<file path="config.mk">
export PLATFORM = sky130hd
export DESIGN_NAME = scdb_regs
export DESIGN_NICKNAME = d
export VERILOG_FILES = /design/src/common/scdb_pkg.sv /design/src/hw/scdb_sync_decode.sv /design/src/hw/scdb_xlate.sv /design/src/hw/scdb_regs.sv
export SDC_FILE = /design/constraint.sdc
export NUM_CORES = 1
export LEC_CHECK = 0
export BUFFER_PORTS_ARGS = -buffer_cell sky130_fd_sc_hd__buf_2
export CELL_PAD_IN_SITES_DETAIL_PLACEMENT = 1
export CELL_PAD_IN_SITES_GLOBAL_PLACEMENT = 1
export CORE_MARGIN = 1
export CORE_UTILIZATION = 40
export CTS_BUF_LIST = sky130_fd_sc_hd__clkbuf_2 sky130_fd_sc_hd__clkbuf_4 sky130_fd_sc_hd__clkbuf_8
export DETAILED_ROUTE_END_ITERATION = 16
export PLACE_DENSITY = 0.77
export SETUP_SLACK_MARGIN = 0.02
export SLEW_MARGIN = 20
export SYNTH_ARGS = -nofsm -noshare
export SYNTH_HDL_FRONTEND = slang
export SYNTH_SLANG_ARGS = --single-unit
</file>
<file path="constraint.sdc">
create_clock -name i_clk -period 3.8 [get_ports i_clk]
set_clock_uncertainty 0.2 [all_clocks]
set_input_delay 0 -clock i_clk [delete_from_list [all_inputs] [get_ports i_clk]]
set_output_delay 0 -clock i_clk [all_outputs]
set_load 0.05 [all_outputs]
</file>
<file path="src/common/scdb_pkg.sv">
// Purpose: shared constants, types and helpers of the command-block / geometry register bank
// Assumes: 32-bit APB data, one aligned word per register
// Notes:   offsets, masks, message codes and limits live here; period and strobe values sit in scdb_sync_decode
package scdb_pkg;

  // register byte offsets
  localparam logic [7:0] OFS_CYL_TOTAL = 8'h00;
  localparam logic [7:0] OFS_LADDR     = 8'h04;
  localparam logic [7:0] OFS_SECTOR    = 8'h08;
  localparam logic [7:0] OFS_HEAD      = 8'h0C;
  localparam logic [7:0] OFS_CYL_NUM   = 8'h10;
  localparam logic [7:0] OFS_LUN       = 8'h14;
  localparam logic [7:0] OFS_PHASE     = 8'h18;
  localparam logic [7:0] OFS_SYNC      = 8'h1C;
  localparam logic [7:0] OFS_LAST      = 8'h1C;

  // reset values
  localparam logic [31:0] RST_ZERO = 32'h0000_0000;

  // field layouts
  localparam logic [7:0] LUN_WR_MASK   = 8'hC7; // lun_valid, disconnect_permitted, logical_unit_field
  localparam int         LUN_VALID_BIT = 7;
  localparam int         LUN_DOK_BIT   = 6;
  localparam logic [7:0] PHASE_MASK    = 8'h7F; // phase_progress_field
  localparam logic [7:0] SYNC_MASK     = 8'h7F; // period_field 6:4, sync_offset_field 3:0
  localparam int         CMS_LINK_BIT  = 8;     // completion_msg_select bit 0 in cylinder number
  localparam int         CMS_FLAG_BIT  = 9;     // completion_msg_select bit 1

  // completion messages
  localparam logic [7:0] MSG_COMPLETE      = 8'h00;
  localparam logic [7:0] MSG_LINKED        = 8'h0A;
  localparam logic [7:0] MSG_LINKED_FLAG   = 8'h0B;

  // synchronous offset limits
  localparam logic [3:0] OFFSET_MAX = 4'hC;

  // divider
  localparam logic [5:0] DIV_STEPS = 6'h20;

  typedef enum logic [1:0] {
    SCDB_LEN6  = 2'b00,
    SCDB_LEN10 = 2'b01,
    SCDB_LEN12 = 2'b10
  } scdb_len_t;

  // update request from the command engine / bus sequencer
  typedef struct packed {
    logic       cdb_we;      // store a received command block byte
    logic [3:0] cdb_idx;     // byte number, 3..12
    logic [7:0] cdb_data;
    logic       status_we;   // target status byte received
    logic [7:0] status;
    logic       ident_we;    // command reception finished
    logic       ident_valid;
    logic       ident_dok;
    logic [2:0] ident_lun;
    logic       unexp_we;    // unexpected reselection in advanced mode
    logic [2:0] unexp_lun;
    logic       phase_we;
    logic [6:0] phase;
  } scdb_upd_t;

  // view handed back to the engine
  typedef struct packed {
    logic [7:0] cdb_rd_data;
    logic [2:0] ident_lun;
    logic [7:0] status_byte;
    logic [7:0] complete_msg;
    logic [6:0] phase;
  } scdb_view_t;

  // transfer settings
  typedef struct packed {
    logic       sync_en;
    logic       offset_undef;
    logic [3:0] offset;
    logic [3:0] period;
    logic [2:0] strobe;
  } scdb_xfer_t;

  // apply APB byte strobes
  function automatic logic [31:0] merge_strb(logic [31:0] old, logic [31:0] wd, logic [3:0] strb);
    logic [31:0] r;
    r = old;
    for (int k = 0; k < 4; k++) begin
      if (strb[k]) begin
        r[k*8 +: 8] = wd[k*8 +: 8];
      end
    end
    return r;
  endfunction : merge_strb

  // conditionally place a byte in a lane
  function automatic logic [31:0] put_if(logic [31:0] v, logic en, logic [1:0] lane, logic [7:0] d);
    logic [31:0] r;
    r = v;
    if (en) begin
      r[lane*8 +: 8] = d;
    end
    return r;
  endfunction : put_if

  // command block byte present for this block length
  function automatic logic cdb_allowed(logic [3:0] idx, scdb_len_t len);
    logic r;
    r = 1'b0;
    if (idx >= 4'h3 && idx <= 4'h6) begin
      r = 1'b1;
    end else if (idx >= 4'h7 && idx <= 4'hA) begin
      r = (len != SCDB_LEN6);
    end else if (idx == 4'hB || idx == 4'hC) begin
      r = (len == SCDB_LEN12);
    end
    return r;
  endfunction : cdb_allowed

endpackage : scdb_pkg

</file>
<file path="src/hw/scdb_sync_decode.sv">
// Purpose: decode synchronous offset and period setting into transfer controls
// Assumes: i_data_phase is on i_clk
// Notes:   outputs registered; undefined offsets fall back to asynchronous
`timescale 1ns/1ps
`default_nettype none
module scdb_sync_decode (
  input  wire logic              i_clk,
  input  wire logic              i_resetn,
  input  wire logic [6:0]        i_sync,
  input  wire logic              i_data_phase,
  output var scdb_pkg::scdb_xfer_t o_xfer
);

  logic [3:0]          offset;
  logic [2:0]          tp;
  logic                undef;
  logic [3:0]          period;
  logic [2:0]          strobe;
  scdb_pkg::scdb_xfer_t xfer_ff;
  scdb_pkg::scdb_xfer_t nxt_xfer;

  // field split and offset legality
  assign offset = i_sync[3:0];
  assign tp     = i_sync[6:4];
  assign undef  = (offset > scdb_pkg::OFFSET_MAX);

  // period and strobe width in divided cycles
  assign period = (tp[2:1] == 2'b00) ? 4'h8 : {1'b0, tp};
  assign strobe = (tp[2:1] == 2'b00) ? 3'h4 :
                  (tp == 3'h2 || tp == 3'h3) ? 3'h1 :
                  (tp == 3'h4) ? 3'h2 :
                  (tp == 3'h5) ? 3'h3 : 3'h4;

  // synchronous only in data phases with a defined nonzero offset
  assign nxt_xfer.sync_en      = i_data_phase && (offset != 4'h0) && !undef;
  assign nxt_xfer.offset_undef = undef;
  assign nxt_xfer.offset       = undef ? 4'h0 : offset;
  assign nxt_xfer.period       = period;
  assign nxt_xfer.strobe       = strobe;

  // output register
  always_ff @(posedge i_clk or negedge i_resetn) begin
    if (!i_resetn) begin
      xfer_ff <= '0;
    end else begin
      xfer_ff <= nxt_xfer;
    end
  end

  assign o_xfer = xfer_ff;

endmodule : scdb_sync_decode
`default_nettype wire

</file>
<file path="src/hw/scdb_xlate.sv">
// Purpose: logical address to cylinder / head / sector translation
// Assumes: operands stable from start to done
// Notes:   two 32-step shift-subtract divisions, 65 cycles start to done
`timescale 1ns/1ps
`default_nettype none
module scdb_xlate (
  input  wire logic        i_clk,
  input  wire logic        i_resetn,
  input  wire logic        i_start,
  input  wire logic [31:0] i_laddr,
  input  wire logic [7:0]  i_spt,
  input  wire logic [7:0]  i_heads,
  input  wire logic [7:0]  i_spare,
  input  wire logic [15:0] i_cyl_init,
  output logic             o_busy,
  output logic             o_done,
  output logic [7:0]       o_sector,
  output logic [7:0]       o_head,
  output logic [15:0]      o_cyl
);

  typedef enum logic [1:0] {
    SCDB_X_IDLE = 2'b00,
    SCDB_X_DIV1 = 2'b01,
    SCDB_X_DIV2 = 2'b10
  } scdb_xst_t;

  scdb_xst_t   st_ff;
  logic [31:0] quo_ff;
  logic [15:0] rem_ff;
  logic [15:0] div_ff;
  logic [5:0]  cnt_ff;
  logic        comp_ff;
  logic        done_ff;
  logic [7:0]  sector_ff;
  logic [7:0]  head_ff;
  logic [15:0] cyl_ff;
  logic [31:0] q1_ff;
  logic        busy_ff;
  logic [16:0] rem_sh;
  logic        fits;
  logic [31:0] nxt_quo;
  logic [15:0] nxt_rem;
  logic        last;

  // one restoring division step
  assign rem_sh  = {rem_ff, quo_ff[31]};
  assign fits    = (rem_sh >= {1'b0, div_ff});
  assign nxt_rem = fits ? 16'(rem_sh - {1'b0, div_ff}) : rem_sh[15:0];
  assign nxt_quo = {quo_ff[30:0], fits};
  assign last    = (cnt_ff == scdb_pkg::DIV_STEPS - 6'h1);

  // sequencer
  always_ff @(posedge i_clk or negedge i_resetn) begin
    if (!i_resetn) begin
      st_ff     <= SCDB_X_IDLE;
      quo_ff    <= '0;
      rem_ff    <= '0;
      div_ff    <= '0;
      cnt_ff    <= '0;
      comp_ff   <= 1'b0;
      done_ff   <= 1'b0;
      q1_ff     <= '0;
      busy_ff   <= 1'b0;
      sector_ff <= '0;
      head_ff   <= '0;
      cyl_ff    <= '0;
    end else begin
      done_ff <= 1'b0;
      case (st_ff)
        SCDB_X_IDLE: begin
          if (i_start) begin
            comp_ff <= (i_spare != 8'h00);
            quo_ff  <= i_laddr;
            rem_ff  <= '0;
            div_ff  <= (i_spare != 8'h00) ? i_cyl_init : {8'h00, i_spt};
            cnt_ff  <= '0;
            st_ff   <= SCDB_X_DIV1;
            busy_ff <= 1'b1;
          end
        end
        SCDB_X_DIV1: begin
          quo_ff <= nxt_quo;
          rem_ff <= nxt_rem;
          cnt_ff <= cnt_ff + 6'h1;
          if (last) begin
            q1_ff  <= comp_ff ? nxt_quo : 32'(nxt_rem);
            quo_ff <= comp_ff ? {16'h0000, nxt_rem} : nxt_quo;
            rem_ff <= '0;
            div_ff <= {8'h00, comp_ff ? i_spt : i_heads};
            cnt_ff <= '0;
            st_ff  <= SCDB_X_DIV2;
          end
        end
        SCDB_X_DIV2: begin
          quo_ff <= nxt_quo;
          rem_ff <= nxt_rem;
          cnt_ff <= cnt_ff + 6'h1;
          if (last) begin
            sector_ff <= comp_ff ? nxt_rem[7:0] : q1_ff[7:0];
            head_ff   <= comp_ff ? nxt_quo[7:0] : nxt_rem[7:0];
            cyl_ff    <= comp_ff ? q1_ff[15:0] : nxt_quo[15:0];
            done_ff   <= 1'b1;
            busy_ff   <= 1'b0;
            st_ff     <= SCDB_X_IDLE;
          end
        end
        default: begin
          st_ff <= SCDB_X_IDLE;
        end
      endcase
    end
  end

  assign o_busy   = busy_ff;
  assign o_done   = done_ff;
  assign o_sector = sector_ff;
  assign o_head   = head_ff;
  assign o_cyl    = cyl_ff;

endmodule : scdb_xlate
`default_nettype wire

</file>
<file path="src/hw/scdb_regs.sv">
// Purpose: APB register bank for command block bytes, translation, unit, phase and transfer settings
// Assumes: engine update requests arrive on i_clk; APB master per the AMBA protocol
// Notes:   hardware updates win over a software write in the same cycle
// Functional notes
// - cylinder total register holds a 16-bit cylinder count for translation.
// - received command block bytes three and four land in cylinder total.
// - bytes five and six always, seven and eight only for long blocks.
// - translation leaves the computed sector in the sector register.
// - sector register carries byte nine only for ten or twelve byte blocks.
// - head register gets the result; zero beforehand disables spare compensation.
// - head register carries byte ten only for ten or twelve byte blocks.
// - cylinder number gets the result; preloaded net sectors per cylinder when compensating.
// - twelve byte reception puts bytes eleven and twelve in cylinder number.
// - status byte sent is the low byte of cylinder number.
// - high byte bit0 picks linked message, bit1 picks 0A or 0B, else 00.
// - unit register builds identify and stores received target status.
// - after reception lun valid only on valid identify, then disconnect permitted.
// - reselect identify uses bits 2 to 0, ignoring valid and permitted flags.
// - unexpected reselection stores its unit and clears both flags.
// - seven-bit phase field tracks progress; bit 7 reads zero.
// - host writes next phase and reissues; engine resumes from it.
// - asynchronous outside data phases or when offset is zero.
// - offsets 1 to 12 select synchronous transfer; higher codes undefined.
// - period field sets minimum transfer period and strobe width.
//
// The implementer's own choices: the register offsets and the APB interface to the registers.
`timescale 1ns/1ps
`default_nettype none
module scdb_regs (
  input  wire logic                 i_clk,
  input  wire logic                 i_resetn,
  input  wire logic                 i_psel,
  input  wire logic                 i_penable,
  input  wire logic                 i_pwrite,
  input  wire logic [7:0]           i_paddr,
  input  wire logic [31:0]          i_pwdata,
  input  wire logic [3:0]           i_pstrb,
  output logic [31:0]               o_prdata,
  output logic                      o_pready,
  output logic                      o_pslverr,
  input  wire scdb_pkg::scdb_upd_t  i_upd,
  input  wire scdb_pkg::scdb_len_t  i_cdb_len,
  input  wire logic [3:0]           i_cdb_rd_idx,
  input  wire logic                 i_xlate_start,
  input  wire logic [7:0]           i_total_sectors,
  input  wire logic [7:0]           i_total_heads,
  input  wire logic                 i_data_phase,
  output scdb_pkg::scdb_view_t      o_view,
  output scdb_pkg::scdb_xfer_t      o_xfer,
  output logic                      o_xlate_busy,
  output logic                      o_xlate_done
);

  // storage
  logic [15:0]          cyl_total_ff;
  logic [31:0]          laddr_ff;
  logic [7:0]           sector_ff;
  logic [7:0]           head_ff;
  logic [15:0]          cyl_num_ff;
  logic [7:0]           lun_ff;
  logic [6:0]           phase_ff;
  logic [6:0]           sync_ff;
  logic [31:0]          prdata_ff;
  logic                 pready_ff;
  logic                 pslverr_ff;
  scdb_pkg::scdb_view_t view_ff;

  // next values
  logic [15:0]          nxt_cyl_total;
  logic [31:0]          nxt_laddr;
  logic [7:0]           nxt_sector;
  logic [7:0]           nxt_head;
  logic [15:0]          nxt_cyl_num;
  logic [7:0]           nxt_lun;
  logic [6:0]           nxt_phase;
  logic [6:0]           nxt_sync;
  scdb_pkg::scdb_view_t nxt_view;

  // bus decode
  logic                 setup;
  logic                 mapped;
  logic                 wr_en;
  logic [31:0]          rd_mux;
  logic [31:0]          sw_cyl_total;
  logic [31:0]          sw_laddr;
  logic [31:0]          sw_sector;
  logic [31:0]          sw_head;
  logic [31:0]          sw_cyl_num;
  logic [31:0]          sw_lun;
  logic [31:0]          sw_phase;
  logic [31:0]          sw_sync;
  logic [12:3]          cdb_w;
  logic [31:0]          hw_cyl_total;
  logic [31:0]          hw_laddr;
  logic [31:0]          hw_cyl_num;
  logic [7:0]           cdb_rd;
  logic [7:0]           msg;

  // translation unit
  logic                 x_done;
  logic                 x_busy;
  logic [7:0]           x_sector;
  logic [7:0]           x_head;
  logic [15:0]          x_cyl;

  // APB phases: answer prepared in setup, taken in the first access cycle
  assign setup  = i_psel && !i_penable;
  assign mapped = (i_paddr[1:0] == 2'b00) && (i_paddr <= scdb_pkg::OFS_LAST);
  assign wr_en  = i_psel && i_penable && pready_ff && i_pwrite && !pslverr_ff;

  // software write images, masked to implemented bits
  assign sw_cyl_total = (wr_en && i_paddr == scdb_pkg::OFS_CYL_TOTAL) ?
                        (scdb_pkg::merge_strb({16'h0000, cyl_total_ff}, i_pwdata, i_pstrb) & 32'h0000_FFFF) :
                        {16'h0000, cyl_total_ff};
  assign sw_laddr     = (wr_en && i_paddr == scdb_pkg::OFS_LADDR) ?
                        scdb_pkg::merge_strb(laddr_ff, i_pwdata, i_pstrb) : laddr_ff;
  assign sw_sector    = (wr_en && i_paddr == scdb_pkg::OFS_SECTOR) ?
                        scdb_pkg::merge_strb({24'h000000, sector_ff}, i_pwdata, i_pstrb) :
                        {24'h000000, sector_ff};
  assign sw_head      = (wr_en && i_paddr == scdb_pkg::OFS_HEAD) ?
                        scdb_pkg::merge_strb({24'h000000, head_ff}, i_pwdata, i_pstrb) :
                        {24'h000000, head_ff};
  assign sw_cyl_num   = (wr_en && i_paddr == scdb_pkg::OFS_CYL_NUM) ?
                        scdb_pkg::merge_strb({16'h0000, cyl_num_ff}, i_pwdata, i_pstrb) :
                        {16'h0000, cyl_num_ff};
  assign sw_lun       = (wr_en && i_paddr == scdb_pkg::OFS_LUN) ?
                        (scdb_pkg::merge_strb({24'h000000, lun_ff}, i_pwdata, i_pstrb)
                         & {24'h000000, scdb_pkg::LUN_WR_MASK}) :
                        {24'h000000, lun_ff};
  assign sw_phase     = (wr_en && i_paddr == scdb_pkg::OFS_PHASE) ?
                        (scdb_pkg::merge_strb({25'h0000000, phase_ff}, i_pwdata, i_pstrb)
                         & {24'h000000, scdb_pkg::PHASE_MASK}) :
                        {25'h0000000, phase_ff};
  assign sw_sync      = (wr_en && i_paddr == scdb_pkg::OFS_SYNC) ?
                        (scdb_pkg::merge_strb({25'h0000000, sync_ff}, i_pwdata, i_pstrb)
                         & {24'h000000, scdb_pkg::SYNC_MASK}) :
                        {25'h0000000, sync_ff};

  // received command block byte strobes, gated by block length
  genvar gi;
  generate
    for (gi = 3; gi <= 12; gi++) begin : g_cdb
      assign cdb_w[gi] = i_upd.cdb_we && (i_upd.cdb_idx == 4'(gi))
                         && scdb_pkg::cdb_allowed(4'(gi), i_cdb_len);
    end
  endgenerate

  // byte placement: lowest numbered byte in the lowest lane
  assign hw_cyl_total = scdb_pkg::put_if(scdb_pkg::put_if(sw_cyl_total, cdb_w[3], 2'd0, i_upd.cdb_data),
                                         cdb_w[4], 2'd1, i_upd.cdb_data);
  assign hw_laddr     = scdb_pkg::put_if(scdb_pkg::put_if(scdb_pkg::put_if(scdb_pkg::put_if(sw_laddr,
                          cdb_w[5], 2'd0, i_upd.cdb_data), cdb_w[6], 2'd1, i_upd.cdb_data),
                          cdb_w[7], 2'd2, i_upd.cdb_data), cdb_w[8], 2'd3, i_upd.cdb_data);
  assign hw_cyl_num   = scdb_pkg::put_if(scdb_pkg::put_if(sw_cyl_num, cdb_w[11], 2'd0, i_upd.cdb_data),
                                         cdb_w[12], 2'd1, i_upd.cdb_data);

  // next values, hardware results over software writes
  assign nxt_cyl_total = hw_cyl_total[15:0];
  assign nxt_laddr     = hw_laddr;
  assign nxt_sector    = x_done ? x_sector : cdb_w[9] ? i_upd.cdb_data : sw_sector[7:0];
  assign nxt_head      = x_done ? x_head : cdb_w[10] ? i_upd.cdb_data : sw_head[7:0];
  assign nxt_cyl_num   = x_done ? x_cyl : hw_cyl_num[15:0];
  assign nxt_phase     = i_upd.phase_we ? i_upd.phase : sw_phase[6:0];
  assign nxt_sync      = sw_sync[6:0];

  // unit register: identify image, received status, unexpected reselection
  assign nxt_lun = i_upd.unexp_we  ? {5'b00000, i_upd.unexp_lun} :
                   i_upd.ident_we  ? {i_upd.ident_valid,
                                      i_upd.ident_valid && i_upd.ident_dok,
                                      3'b000,
                                      i_upd.ident_valid ? i_upd.ident_lun : 3'b000} :
                   i_upd.status_we ? i_upd.status :
                   sw_lun[7:0];

  // command block byte view for the sending engine
  assign cdb_rd = !scdb_pkg::cdb_allowed(i_cdb_rd_idx, i_cdb_len) ? 8'h00 :
                  (i_cdb_rd_idx == 4'h3) ? cyl_total_ff[7:0] :
                  (i_cdb_rd_idx == 4'h4) ? cyl_total_ff[15:8] :
                  (i_cdb_rd_idx == 4'h5) ? laddr_ff[7:0] :
                  (i_cdb_rd_idx == 4'h6) ? laddr_ff[15:8] :
                  (i_cdb_rd_idx == 4'h7) ? laddr_ff[23:16] :
                  (i_cdb_rd_idx == 4'h8) ? laddr_ff[31:24] :
                  (i_cdb_rd_idx == 4'h9) ? sector_ff :
                  (i_cdb_rd_idx == 4'hA) ? head_ff :
                  (i_cdb_rd_idx == 4'hB) ? cyl_num_ff[7:0] : cyl_num_ff[15:8];

  // completion message choice
  assign msg = !cyl_num_ff[scdb_pkg::CMS_LINK_BIT] ? scdb_pkg::MSG_COMPLETE :
               cyl_num_ff[scdb_pkg::CMS_FLAG_BIT]  ? scdb_pkg::MSG_LINKED_FLAG :
                                                     scdb_pkg::MSG_LINKED;

  assign nxt_view.cdb_rd_data  = cdb_rd;
  assign nxt_view.ident_lun    = lun_ff[2:0];
  assign nxt_view.status_byte  = cyl_num_ff[7:0];
  assign nxt_view.complete_msg = msg;
  assign nxt_view.phase        = phase_ff;

  // read multiplexer, unused bits zero
  assign rd_mux = (i_paddr == scdb_pkg::OFS_CYL_TOTAL) ? {16'h0000, cyl_total_ff} :
                  (i_paddr == scdb_pkg::OFS_LADDR)     ? laddr_ff :
                  (i_paddr == scdb_pkg::OFS_SECTOR)    ? {24'h000000, sector_ff} :
                  (i_paddr == scdb_pkg::OFS_HEAD)      ? {24'h000000, head_ff} :
                  (i_paddr == scdb_pkg::OFS_CYL_NUM)   ? {16'h0000, cyl_num_ff} :
                  (i_paddr == scdb_pkg::OFS_LUN)       ? {24'h000000, lun_ff} :
                  (i_paddr == scdb_pkg::OFS_PHASE)     ? {25'h0000000, phase_ff} :
                  (i_paddr == scdb_pkg::OFS_SYNC)      ? {25'h0000000, sync_ff} : 32'h0000_0000;

  // APB answer registers
  always_ff @(posedge i_clk or negedge i_resetn) begin
    if (!i_resetn) begin
      prdata_ff  <= scdb_pkg::RST_ZERO;
      pready_ff  <= 1'b0;
      pslverr_ff <= 1'b0;
    end else begin
      pready_ff  <= setup;
      pslverr_ff <= setup && !mapped;
      if (setup) begin
        prdata_ff <= (mapped && !i_pwrite) ? rd_mux : 32'h0000_0000;
      end
    end
  end

  // geometry and command block registers
  always_ff @(posedge i_clk or negedge i_resetn) begin
    if (!i_resetn) begin
      cyl_total_ff <= '0;
      laddr_ff     <= '0;
      sector_ff    <= '0;
      head_ff      <= '0;
      cyl_num_ff   <= '0;
    end else begin
      cyl_total_ff <= nxt_cyl_total;
      laddr_ff     <= nxt_laddr;
      sector_ff    <= nxt_sector;
      head_ff      <= nxt_head;
      cyl_num_ff   <= nxt_cyl_num;
    end
  end

  // unit, phase and transfer registers, engine view
  always_ff @(posedge i_clk or negedge i_resetn) begin
    if (!i_resetn) begin
      lun_ff   <= '0;
      phase_ff <= '0;
      sync_ff  <= '0;
      view_ff  <= '0;
    end else begin
      lun_ff   <= nxt_lun;
      phase_ff <= nxt_phase;
      sync_ff  <= nxt_sync;
      view_ff  <= nxt_view;
    end
  end

  // address translation engine
  scdb_xlate u_xlate (
    .i_clk      (i_clk),
    .i_resetn   (i_resetn),
    .i_start    (i_xlate_start),
    .i_laddr    (laddr_ff),
    .i_spt      (i_total_sectors),
    .i_heads    (i_total_heads),
    .i_spare    (head_ff),
    .i_cyl_init (cyl_num_ff),
    .o_busy     (x_busy),
    .o_done     (x_done),
    .o_sector   (x_sector),
    .o_head     (x_head),
    .o_cyl      (x_cyl)
  );

  // transfer mode decode
  scdb_sync_decode u_sync (
    .i_clk        (i_clk),
    .i_resetn     (i_resetn),
    .i_sync       (sync_ff),
    .i_data_phase (i_data_phase),
    .o_xfer       (o_xfer)
  );

  assign o_prdata     = prdata_ff;
  assign o_pready     = pready_ff;
  assign o_pslverr    = pslverr_ff;
  assign o_view       = view_ff;
  assign o_xlate_busy = x_busy;
  assign o_xlate_done = x_done;

endmodule : scdb_regs
`default_nettype wire

</file>
# --- Word level (Yosys, flattened, before mapping) ---
# Cells that the tools add are included.
totals:
  reg_bits: 302
  input_bits: 113
  out_inout_bits: 83
  wordCells: 274
op_classes:
  n_addsub: 2
  n_lt_le_gt_ge: 7
  n_eq_ne: 38
  n_mux: 90
  n_reduce_logical: 98
op_table:
  columns: ["operator", "count"]
  rows:
  - ["$mux W8", 37]
  - ["$mux W16", 14]
  - ["$mux W32", 7]
  - ["$pmux W32 S3", 1]
  - ["$pmux W16 S3", 1]
  - ["$eq A4 B4 Y1 const B", 10]
  - ["$logic_and A1 B1 Y1", 37]
  - ["$mux W7", 5]
  - ["$reduce_and A2 Y1", 17]
  - ["$reduce_bool A2 Y1", 17]
  - ["$eq A4 B3 Y1 const B", 8]
  - ["$eq A8 B5 Y1 const B", 4]
  - ["$pmux W16 S2", 1]
  - ["$reduce_bool A3 Y1", 9]
  - ["$pmux W6 S3", 1]
  - ["$ge A17 B16 Y1", 1]
  - ["$eq A8 B4 Y1 const B", 2]
  - ["$sub A16 B16 Y16", 1]
  - ["$mux W3", 5]
  - ["$mux W4", 3]
  - ["$mux W6", 2]
  - ["$reduce_bool A4 Y1", 3]
  - ["$reduce_and A3 Y1", 3]
  - ["$eq A4 B2 Y1 const B", 2]
  - ["24 further kinds", 44]

# --- Depth between registers and ports, before layout ---
# Gate-level depths: netlist of the first run.
logic_depth:
  depth_word: 11
  mapped_depth: 11
  mapped_depth_nobuf: 11

# --- Modules after synthesis ---
# A second synthesis of the first run with hierarchy kept.
hier_totals:
  hier_cells: 1724
  hier_area_um2: 16599.7
modules_own_cells:
  columns: ["mod", "instances", "cells_per_inst", "area_per_inst_um2"]
  rows:
  - ["scdb_regs", 1, 927, 9217.6]
  - ["scdb_xlate", 1, 765, 6950.4]
  - ["scdb_sync_decode", 1, 32, 431.7]

# --- Worst setup path before layout of the first run ---
# No wires, ideal clock.
synth_path:
  path_kind: "register -> register"
  start: "register u_xlate.quo_ff[31]"
  end: "register u_xlate.quo_ff[14]"
  t_arrival_ns: 2.355
  setup_slack_ns: 1.119
  stages_incl_launch_ff: 12
  period_less_slack_ns: 2.681
  path_cell_list: "dfrtp_1 > inv_1 > ha_1 > inv_1 > fa_1 > a21o_1 > nand4_1 > a21boi_1 > o2111a_1 > or3_1 > a311oi_1 > nor2_1"
synth_between:
  elab_chain_len: 5
  word_cells_on_any_way: 6
  classes_between: "1 x add/sub; 1 x order compare; 4 x mux"
synth_rtl:
  columns: ["element", "line", "rtl"]
  rows:
  - ["start: declaration", "scdb_xlate.sv:29", "logic [31:0] quo_ff;"]
  - ["start signal: assignment", "scdb_xlate.sv:74", "quo_ff <= i_laddr;"]
  - ["start signal: assignment", "scdb_xlate.sv:83", "quo_ff <= nxt_quo;"]
  - ["start signal: assignment", "scdb_xlate.sv:88", "quo_ff <= comp_ff ? {16'h0000, nxt_rem} : nxt_quo;"]
  - ["$sub A16 B16 Y16 / $ge A17 B16 Y1 (equally long branches)", "scdb_xlate.sv:49, scdb_xlate.sv:48", null]
  - ["$mux W16 *", "scdb_xlate.sv:49", "assign nxt_rem = fits ? 16'(rem_sh - {1'b0, div_ff}) : rem_sh[15:0];"]
  - ["$mux W32 *", "scdb_xlate.sv:88", null]
  - ["$mux W32 *", "scdb_xlate.sv:86", "if (last) begin"]
  - ["$pmux W32 S3 *", "scdb_xlate.sv:70", "case (st_ff)"]
# Every way passes the cells marked *; elsewhere a longest branch is shown, timed or not.
# A chain may end at the register's enable or synchronous reset.

# --- Final worst setup path of the first run ---
layout_path:
  start: "input i_paddr[1]"
  end: "register laddr_ff[25]"
layout_between:
  elab_chain_len: 4
layout_rtl:
  columns: ["element", "line", "rtl"]
  rows:
  - ["start: declaration", "scdb_regs.sv:35", "input wire logic [7:0] i_paddr,"]
  - ["$eq A8 B3 Y1", "scdb_regs.sv:115", "assign sw_laddr = (wr_en && i_paddr == scdb_pkg::OFS_LADDR) ?"]
  - ["$logic_and A1 B1 Y1", "scdb_regs.sv:115", null]
  - ["$reduce_bool A2 Y1 (no source line)", null, null]
  - ["$reduce_and A2 Y1 (no source line)", null, null]
  - ["end signal: assignment", "scdb_regs.sv:233", "laddr_ff <= nxt_laddr;"]
  - ["end: declaration", "scdb_regs.sv:56", "logic [31:0] laddr_ff;"]
# No other way between the ends.

==> results of run 1 <==
[worst max-delay path, cell delays in order]
cell           delay, ns
dlygate4sd3_1       0.53
buf_2               0.12
nor3_1              0.26
and2_1              0.33
nand3b_2            0.25
nor3_2              0.57
nand2_2             0.35
mux2i_1             0.33
dlygate4sd3_1       0.60
o21ai_0             0.10
dlygate4sd3_1       0.61
[metrics by stage]
step | cell area (um2) | instances | util (%) | worst slack (ns)
finish | 20900 | 2661 | 52.3 | 0.0962
global route | 20900 | 2661 | 52.3 | 0.0461
CTS | 20900 | 2661 | 52.2 | 0.189
detailed placement | 17700 | 2364 | 44.2 | 0.783
global placement | 17700 | 2364 | 44.2 | 0.849
floorplan | 16300 | 1742 | - | 1.12
[Yosys cell counts, types with 4 or more instances]
| cell type | n |
|---|---|
| a2111oi_0 | 5 |
| a211o_1 | 4 |
| a21boi_0 | 6 |
| a21o_1 | 26 |
| a21oi_1 | 98 |
| a22o_1 | 24 |
| a22oi_1 | 8 |
| a311oi_1 | 6 |
| a31oi_1 | 21 |
| a32oi_1 | 6 |
| and2_1 | 11 |
| and3_1 | 27 |
| buf_1 | 5 |
| buf_2 | 23 |
| buf_4 | 8 |
| clkbuf_1 | 82 |
| dfrtp_1 | 300 |
| ha_1 | 23 |
| inv_1 | 46 |
| mux2_2 | 24 |
| mux2i_1 | 143 |
| mux4_2 | 12 |
| nand2_1 | 273 |
| nand2b_1 | 18 |
| nand3_1 | 17 |
| nand4_1 | 8 |
| nor2_1 | 93 |
| nor2_2 | 5 |
| nor2b_1 | 29 |
| nor3_1 | 10 |
| nor4_1 | 5 |
| o21ai_0 | 226 |
| o21ai_1 | 10 |
| o21bai_1 | 4 |
| o221a_2 | 4 |
| o221ai_1 | 13 |
| o22ai_1 | 20 |
| o31ai_1 | 13 |
| or3_1 | 8 |
| xnor2_1 | 4 |
| xor2_1 | 4 |
[state kept, by name, summed over array words and instances, names as in the netlist, 2 cells and up]
name and count:
laddr_ff 32, u_xlate.div_ff 16, head_ff 8, u_xlate.rem_ff 16
u_xlate.cnt_ff 6, cyl_total_ff 16, u_xlate.o_head 8, cyl_num_ff 16
sync_ff 7, phase_ff 7, u_sync.o_xfer 13, u_xlate.o_sector 8
u_xlate.quo_ff 32, u_xlate.q1_ff 16, sector_ff 8, lun_ff 8
u_xlate.o_cyl 16, u_xlate.st_ff 2, o_view 28, o_prdata 32
[report_power, final]
group	total (uW)	internal, uW	switching (uW)
registers	4380	3710	673
clock network	3500	2000	1500
logic	5300	1950	3350
total	13200	7660	5520
[cell families (layout without fill, tap and decap cells)]
logic type	after synthesis	count (layout)	share of synthesized area, %
other	1	5	0.0230
DFF	300	300	46.0
muxes	182	182	12.5
AOI/OAI and AO/OA	531	531	20.2
xor gates and xnor gates	8	8	0.429
adders and majority gates	24	24	1.89
and+or+nand+nor	525	525	14.6
buffers and inverters	167	561	4.35
[layout make-up]
type / instances / area, um2 / share of cell area, %
repair buffers: 419 / 3210 / 15.3
flip-flops and latches: 300 / 7510 / 35.9
clock inverters: 8 / 123 / 0.586
clock buffers: 87 / 1080 / 5.19
well taps: 525 / 657 / 3.14
multi-input cells: 1275 / 8160 / 39.0
inverters: 47 / 176 / 0.843
[what timing repair did]
| item | in CTS | in global routing |
|---|---|---|
| hold endpoints to repair | 424 | 0 |
| hold buffers | 202 | 0 |
| resized for setup | 0 | 1 |
| setup endpoints to repair | 0 | 13 |
[per-layer routing]
| layer | up-vias | share of wire [%] | global-route usage, % |
|---|---|---|---|
| met1 | 8001 | 39 | 40.6 |
| met5 | - | 0.019 | 0 |
| met3 | 257 | 7.8 | 6.74 |
| li1 | 6937 | - | - |
| met4 | 2 | 5.7 | 17.2 |
| met2 | 862 | 47 | 53.6 |
[how the worst max path moves through the flow]
stage	startpoint	cells past startpoint	end	slack, ns
5_1_grt	i_paddr[1]	12	lun_ff[5]	0.05
3_5_place_dp	u_xlate.rem_ff[5]	8	u_xlate.q1_ff[1]	0.78
6_report	i_paddr[1]	11	laddr_ff[25]	0.1
3_3_place_gp	u_xlate.rem_ff[5]	8	u_xlate.q1_ff[1]	0.85
4_1_cts	i_paddr[2]	11	laddr_ff[23]	0.19
2_1_floorplan	u_xlate.quo_ff[31]	11	u_xlate.quo_ff[14]	1.12
==> results.json, run 1 <==
{
  "reg2reg_to": "sync_ff[5]",
  "synth_area_leaders": "dfrtp_1, mux2i_1, o21ai_0",
  "nets": 2234,
  "gp_congestion": 0.898,
  "critPathMaxFanout": 9,
  "hold_viol": 0,
  "slew_headroom_pct": 28.7,
  "antenna_left": 0,
  "via_per_inst": 6.03,
  "r2r_start": "o_pready",
  "drive_gt1_share_pct": 18.4,
  "drt-total-wl_um": 67900,
  "fin_crit_sh_pct": 97.5,
  "rsz0062_at_grt": "no",
  "cellLeakagePower_uw": 0.00998,
  "cap_violations": 0,
  "tns_ns": 0,
  "avgRoutedWirePerCell_um": 25.5,
  "max_clock_freq_ghz": 0.270,
  "total_power_uw": 13200,
  "synth_top_area_share_pct": 46.0,
  "reg2regPathDepth": 9,
  "grt_start_max_net_pins": 108,
  "dieWidth_um": 204,
  "setup_viol": 0,
  "fillers": 4531,
  "yosys.area.top_type": "dfrtp_1",
  "row_count": 73,
  "final_common_cell": "dfrtp_1",
  "coreArea_mm2": 0.0400,
  "grt_pass1_wl_um": 103000,
  "cts_buffer_depth": 3,
  "synthArstFlopShare_pct": 100,
  "grt_usage_pct": 32.7,
  "cp-start-kind": "input pin",
  "arrival_ns": 4.04,
  "initial_utilization_pct": 40.8,
  "path_clk_slew_ns": 0.08,
  "cts_made_buffers": 54,
  "regToRegSetupSlack_ns": 0.17,
  "syn_inst": 1738,
  "grt_pass1_vias": 17000,
  "hold_class": "in2reg",
  "cp.required_ns": 4.14,
  "whs_endpoint": "cyl_total_ff[14]",
  "slew_viol_final": 0,
  "port_buffers": 190,
  "dieHeight_um": 204,
  "ys_types": 81,
  "first_pass_iters": 7,
  "worstSetupPathType": "in2reg",
  "yosys_warnings": 0,
  "insertion_delay_ns": 0.66,
  "cts.htree.levels": 2,
  "drc_errors": 0,
  "synth.avg_cell_area_um2": 9.39,
  "vias": 16100,
  "areaGrowthSynthToFinish_pct": 28.2,
  "cp-end-kind": "flop",
  "worstHoldPathCells": 4,
  "cts-root-buf": "clkbuf_8",
  "synth-edff-count": 0,
  "pin_count": 196,
  "cts_tree": "done",
  "grt_overflow": 0,
  "fin_crit_ns": 3.70,
  "p_per_area_mw_per_mm2": 630,
  "ys_ff_latch": 300,
  "post-cts-setup-buffers": 0,
  "netlist_area_mm2": 0.0163,
  "final_cell_mix": "dfrtp_1, nand2_1, o21ai_0",
  "synthFlopType": "dfrtp_1",
  "worstHoldStart": "i_pstrb[1]",
  "dp_hpwl_um": 41800,
  "cts.sinks": 300,
  "ir_drop_mv": 0.380,
  "finalHoldWorstSlack_ns": 0.0274,
  "ys_seq_area_share_pct": 46.0,
  "status": "finished clean",
  "worst_pin_slew_ns": 1.07,
  "dieArea_mm2": 0.0416,
  "antenna_found_initial": 2,
  "num_antenna_cells": 0,
  "initialDrtViolationCount": 1352
}
No activity file was read; power rests on OpenSTA's default activity.
==> inputs of run 2 (changes only) <==
--- a/config.mk
+++ b/config.mk
@@ -5,14 +5,15 @@
 export SDC_FILE = /design/constraint.sdc
 export NUM_CORES = 1
 export LEC_CHECK = 0
+export ABC_CLOCK_PERIOD_IN_PS = 3800
 export BUFFER_PORTS_ARGS = -buffer_cell sky130_fd_sc_hd__buf_2
-export CELL_PAD_IN_SITES_DETAIL_PLACEMENT = 1
-export CELL_PAD_IN_SITES_GLOBAL_PLACEMENT = 1
+export CELL_PAD_IN_SITES_DETAIL_PLACEMENT = 0
+export CELL_PAD_IN_SITES_GLOBAL_PLACEMENT = 2
 export CORE_MARGIN = 1
-export CORE_UTILIZATION = 40
+export CORE_UTILIZATION = 38
 export CTS_BUF_LIST = sky130_fd_sc_hd__clkbuf_2 sky130_fd_sc_hd__clkbuf_4 sky130_fd_sc_hd__clkbuf_8
 export DETAILED_ROUTE_END_ITERATION = 16
-export PLACE_DENSITY = 0.77
+export PLACE_DENSITY = 0.87
 export SETUP_SLACK_MARGIN = 0.02
 export SLEW_MARGIN = 20
 export SYNTH_ARGS = -nofsm -noshare
==> results.json, run 2 (synthesized netlist as in run 1, its figures left out) <==
{
  "fin_crit_sh_pct": 97.2,
  "cts.sinks": 300,
  "insertion_delay_ns": 0.65,
  "setup_viol": 0,
  "cts_buffer_depth": 3,
  "rsz0062_at_grt": "no",
  "initialDrtViolationCount": 1320,
  "first_pass_iters": 7,
  "cts-root-buf": "clkbuf_8",
  "worstSetupPathType": "reg2reg",
  "drive_gt1_share_pct": 18.3,
  "row_count": 75,
  "port_buffers": 190,
  "initial_utilization_pct": 38.7,
  "gp_congestion": 0.929,
  "areaGrowthSynthToFinish_pct": 29.8,
  "final_cell_mix": "dfrtp_1, nand2_1, dlygate4sd3_1",
  "total_power_uw": 12800,
  "coreArea_mm2": 0.0421,
  "cp.required_ns": 4.18,
  "postPlaceCellArea_mm2": 0.0177,
  "pin_count": 196,
  "cap_violations": 0,
  "antenna_found_initial": 0,
  "dieArea_mm2": 0.0438,
  "final_area_mm2": 0.0212,
  "worst_pin_slew_ns": 1.04,
  "hold_class": "in2reg",
  "dieWidth_um": 209,
  "hold_viol": 0,
  "nets": 2256,
  "arrival_ns": 4.07,
  "max_clock_freq_ghz": 0.271,
  "slew_headroom_pct": 30.8,
  "cp-start-kind": "flop",
  "ir_drop_mv": 0.402,
  "cts_tree": "done",
  "p_per_area_mw_per_mm2": 605,
  "status": "finished clean",
  "via_per_inst": 5.51,
  "grt_overflow": 0,
  "slew_viol_final": 0,
  "tns_ns": 0,
  "path_clk_slew_ns": 0.06,
  "post-route-util_pct": 50.3,
  "cp-end-kind": "flop",
  "fin_crit_ns": 3.69,
  "place_inst": 2376,
  "final_common_cell": "dfrtp_1",
  "grt_pass1_wl_um": 89000,
  "layout.cells.non_filler": 2703,
  "cts.htree.levels": 2,
  "antenna_left": 0,
  "grt_start_max_net_pins": 109,
  "num_antenna_cells": 0,
  "dieHeight_um": 209,
  "dp_hpwl_um": 39300,
  "cts_made_buffers": 53,
  "critPathMaxFanout": 9,
  "vias": 14900,
  "cellLeakagePower_uw": 0.0101,
  "grt_usage_pct": 26.5,
  "drt-total-wl_um": 57700,
  "drc_errors": 0,
  "grt_pass1_vias": 14900,
  "avgRoutedWirePerCell_um": 21.3
}
==> run 2: cell count changes in the layout (fill, tap and decap cells not counted), sizes merged <==
cell         before  now
clkinv            3    9
clkinvlp          0    2
dlygate4sd3     202  227
buf             217  215
bufinv            3    1
inv              49   48
==> run 2: path summary, 6_finish.rpt <==
| check | start | to | slack, ns | depth (start not counted) |
|---|---|---|---|---|
| min | i_pstrb[1] | laddr_ff[11] | 0.06 | 5 |
| max reg2reg | o_pready | sync_ff[5] | 0.11 | 9 |
| max | o_pready | sync_ff[5] | 0.11 | 9 |
| min reg2reg | phase_ff[3] | o_view[3] | 0.21 | 0 |
| min in group asynchronous | i_resetn | o_view[17] | 0.35 | 3 |
| max in group asynchronous | i_resetn | cyl_num_ff[10] | 1.97 | 4 |
==> run 2: timing repair <==
action                                 in CTS  in global routing
gates resized for setup                     0                  2
buffers inserted                            0                  0
setup endpoints to repair                   0                 16
hold buffers                              227                  0
endpoints found under the hold margin     458                  0
==> run 2: layout make-up <==
cell class | instances | area (um2)
sequential | 300 | 7510
inverter | 47 | 176
timing repair buffer | 442 | 3450
fill | 3880 | 21000
tap | 539 | 674
clock inverter | 13 | 101
multi-input combinational | 1275 | 8160
clock buffer | 87 | 1100
==> run 2: worst max-delay path: stages, from the launching register on <==
cell           delay, ns
dfrtp_1             0.35
nand4_1             0.21
nor2_1              0.32
and2_1              0.40
and3_1              0.37
and3_1              0.42
nand2_1             0.11
dlygate4sd3_1       0.58
o21ai_0             0.08
dlygate4sd3_1       0.58
==> run 2: power breakdown <==
group,internal (uW),leakage [uW],switching [uW]
Clock,1910,0.000642,1450
Sequential,3710,0.00395,622
Combinational,1970,0.00549,3160
==> run 2: routing by layer <==
layer  wire, um  GRT usage [%]
met3       3600           4.28
met1      25600           35.9
met4       2160           10.6
met2      26400           42.2
met5          0              0
==> run 2: through the flow <==
step                      setup slack (ns)  hold WS [ns]
final                                0.107        0.0561
after global routing                0.0101        0.0900
after CTS                            0.114       0.00144
after detailed placement             0.813       -0.0407
after global placement               0.882       -0.0387
after floorplan                       1.12        -0.496
==> inputs of run 3 (changes only) <==
--- a/config.mk
+++ b/config.mk
@@ -5,15 +5,15 @@
 export SDC_FILE = /design/constraint.sdc
 export NUM_CORES = 1
 export LEC_CHECK = 0
-export ABC_CLOCK_PERIOD_IN_PS = 3800
+export ABC_CLOCK_PERIOD_IN_PS = 4450
 export BUFFER_PORTS_ARGS = -buffer_cell sky130_fd_sc_hd__buf_2
 export CELL_PAD_IN_SITES_DETAIL_PLACEMENT = 0
 export CELL_PAD_IN_SITES_GLOBAL_PLACEMENT = 2
 export CORE_MARGIN = 1
-export CORE_UTILIZATION = 38
+export CORE_UTILIZATION = 40
 export CTS_BUF_LIST = sky130_fd_sc_hd__clkbuf_2 sky130_fd_sc_hd__clkbuf_4 sky130_fd_sc_hd__clkbuf_8
 export DETAILED_ROUTE_END_ITERATION = 16
-export PLACE_DENSITY = 0.87
+export PLACE_DENSITY = 0.91
 export SETUP_SLACK_MARGIN = 0.02
 export SLEW_MARGIN = 20
 export SYNTH_ARGS = -nofsm -noshare
==> constraint.sdc (replaced) <==
create_clock -name i_clk -period 4.45 [get_ports i_clk]
set_clock_uncertainty 0.2 [all_clocks]
set_input_delay 0 -clock i_clk [delete_from_list [all_inputs] [get_ports i_clk]]
set_output_delay 0 -clock i_clk [all_outputs]
set_load 0.05 [all_outputs]
==> results.json, run 3 (synthesized netlist as in run 1, its figures left out) <==
{
  "status": "finished clean",
  "arrival_ns": 4.44,
  "slowest_stage": "dlygate4sd3_1",
  "pin_count": 196,
  "row_count": 73,
  "path_cells": "dlygate4sd3_1, buf_2, inv_2, nor2_2, nand3b_2, nor3_2, nand2_2, mux2i_1, dlygate4sd3_1, o21ai_0, dlygate4sd3_1",
  "whs_endpoint": "lun_ff[4]",
  "p_comb_share_pct": 40.5,
  "cts_buffer_depth": 3,
  "cts.htree.levels": 2,
  "p_sw_uw": 4430,
  "cp_top_family": "buffers and inverters",
  "antenna_found_initial": 0,
  "fin_crit_ns": 4.06,
  "cellLeakagePower_uw": 0.0100,
  "dieArea_mm2": 0.0416,
  "intPower_uw": 6380,
  "highest_layer": "met4",
  "slew_headroom_pct": 29.9,
  "cp.required_ns": 4.83,
  "worstSetupPathType": "in2reg",
  "worstHoldPathCells": 4,
  "tns_ns": 0,
  "p_sw_share_pct": 41.0,
  "setup_ws_ns": 0.387,
  "via_per_inst": 5.60,
  "reg2reg_to": "sync_ff[6]",
  "cts-root-buf": "clkbuf_8",
  "cp-start-kind": "input pin",
  "m1WireLength_um": 25400,
  "cts_made_buffers": 53,
  "worst_pin_slew_ns": 1.05,
  "avgRoutedWirePerCell_um": 21.5,
  "grt_pass1_vias": 14900,
  "r2r_start": "o_pready",
  "final_common_cell": "dfrtp_1",
  "dp_slack_ns": 1.32,
  "drive_gt1_share_pct": 17.8,
  "ir_drop_mv": 0.414,
  "worstHoldStart": "i_upd[22]",
  "cp-end-kind": "flop",
  "setup_viol": 0,
  "met3WireLength_um": 3370,
  "nets": 2245,
  "reg2regPathDepth": 9,
  "antenna_left": 0,
  "critPathMaxStageDelay_ns": 0.60,
  "hold_class": "in2reg",
  "dp_hpwl_um": 38500,
  "path_clk_slew_ns": 0.06,
  "postCtsHoldBufs": 223,
  "fin_crit_sh_pct": 91.3,
  "p_per_area_mw_per_mm2": 515,
  "grt_start_max_net_pins": 118,
  "drt-total-wl_um": 57400,
  "cap_violations": 0,
  "cts.sinks": 300,
  "cts_tree": "done",
  "insertion_delay_ns": 0.65,
  "slew_viol_final": 0,
  "gp_congestion": 0.922,
  "wl_met2_um": 26700,
  "fillers": 3699,
  "drc_errors": 0,
  "port_buffers": 190,
  "grt_usage_pct": 27.8,
  "regToRegSetupSlack_ns": 0.83,
  "grt_pass1_wl_um": 88000,
  "max_clock_freq_ghz": 0.246,
  "rsz0062_at_grt": "no",
  "cp_common_cell": "dlygate4sd3_1",
  "hold_viol": 0,
  "areaGrowthSynthToFinish_pct": 28.6,
  "post-cts-setup-buffers": 0,
  "coreArea_mm2": 0.0400,
  "initialDrtViolationCount": 1215,
  "dieHeight_um": 204,
  "critPathMaxFanout": 28,
  "final_cell_mix": "dfrtp_1, nand2_1, o21ai_0",
  "vias": 15000,
  "pwr-share-clk_pct": 25.4,
  "seq_power_share_pct": 34.2,
  "first_pass_iters": 5,
  "grt_overflow": 0,
  "dieWidth_um": 204,
  "path_buf_inv": 5,
  "initial_utilization_pct": 40.8,
  "post_cts_resized": 0
}
==> run 3: routing by layer <==
metal	track usage, %	vias to the layer above
met5	0	-
li1	-	6955
met2	44.3	512
met3	4.35	115
met1	38.2	7383
met4	9.94	0
==> run 3: power by group through the flow <==
stage | registers, uW | clock network [uW] | logic [uW]
2_1_floorplan | 3560 | 0 | 2850
3_3_place_gp | 3710 | 0 | 3940
3_5_place_dp | 3720 | 0 | 3960
4_1_cts | 3670 | 2800 | 4310
5_1_grt | 3730 | 2940 | 4790
6_report | 3690 | 2740 | 4370
==> run 3: worst max-delay path by stage <==
stage	start	to	slack [ns]	depth (start not counted)
global route	i_paddr[2]	laddr_ff[27]	0.34	11
detailed placement	u_xlate.cnt_ff[0]	u_xlate.quo_ff[0]	1.32	8
finish	i_paddr[2]	laddr_ff[27]	0.39	11
CTS	i_paddr[2]	laddr_ff[29]	0.61	11
global placement	u_xlate.cnt_ff[0]	u_xlate.quo_ff[0]	1.37	8
floorplan	u_xlate.quo_ff[31]	u_xlate.quo_ff[14]	1.77	11
==> run 3: worst min-delay path, cell delays in order <==
cell           delay (ns)
buf_2                0.08
a22oi_1              0.07
nor3_1               0.12
dlygate4sd3_1        0.57
==> run 3: through the flow <==
step / util [%] / cell area, um2 / power, uW / cells / hold slack, ns
after detailed placement: 44.0 / 17600 / 7680 / 2355 / -0.0292
after floorplan: - / 16300 / 6410 / 1742 / -0.496
after CTS: 52.4 / 21000 / 10800 / 2671 / 0.00883
after global routing: 52.5 / 21000 / 11500 / 2671 / 0.0315
final: 52.5 / 21000 / 10800 / 2672 / 0.0450
after global placement: 44.0 / 17600 / 7640 / 2355 / -0.0346
==> run 3: area by class of cell <==
class                   instances  area (um2)  share of cell area (%)
clock buffers                  86        1080                    5.16
diodes                          1        2.50                  0.0119
flip-flops and latches        300        7510                    35.8
repair buffers                431        3370                    16.1
inverters                      47         176                   0.841
clock inverters                 7        45.0                   0.215
well taps                     525         657                    3.13
multi-input cells            1275        8140                    38.8
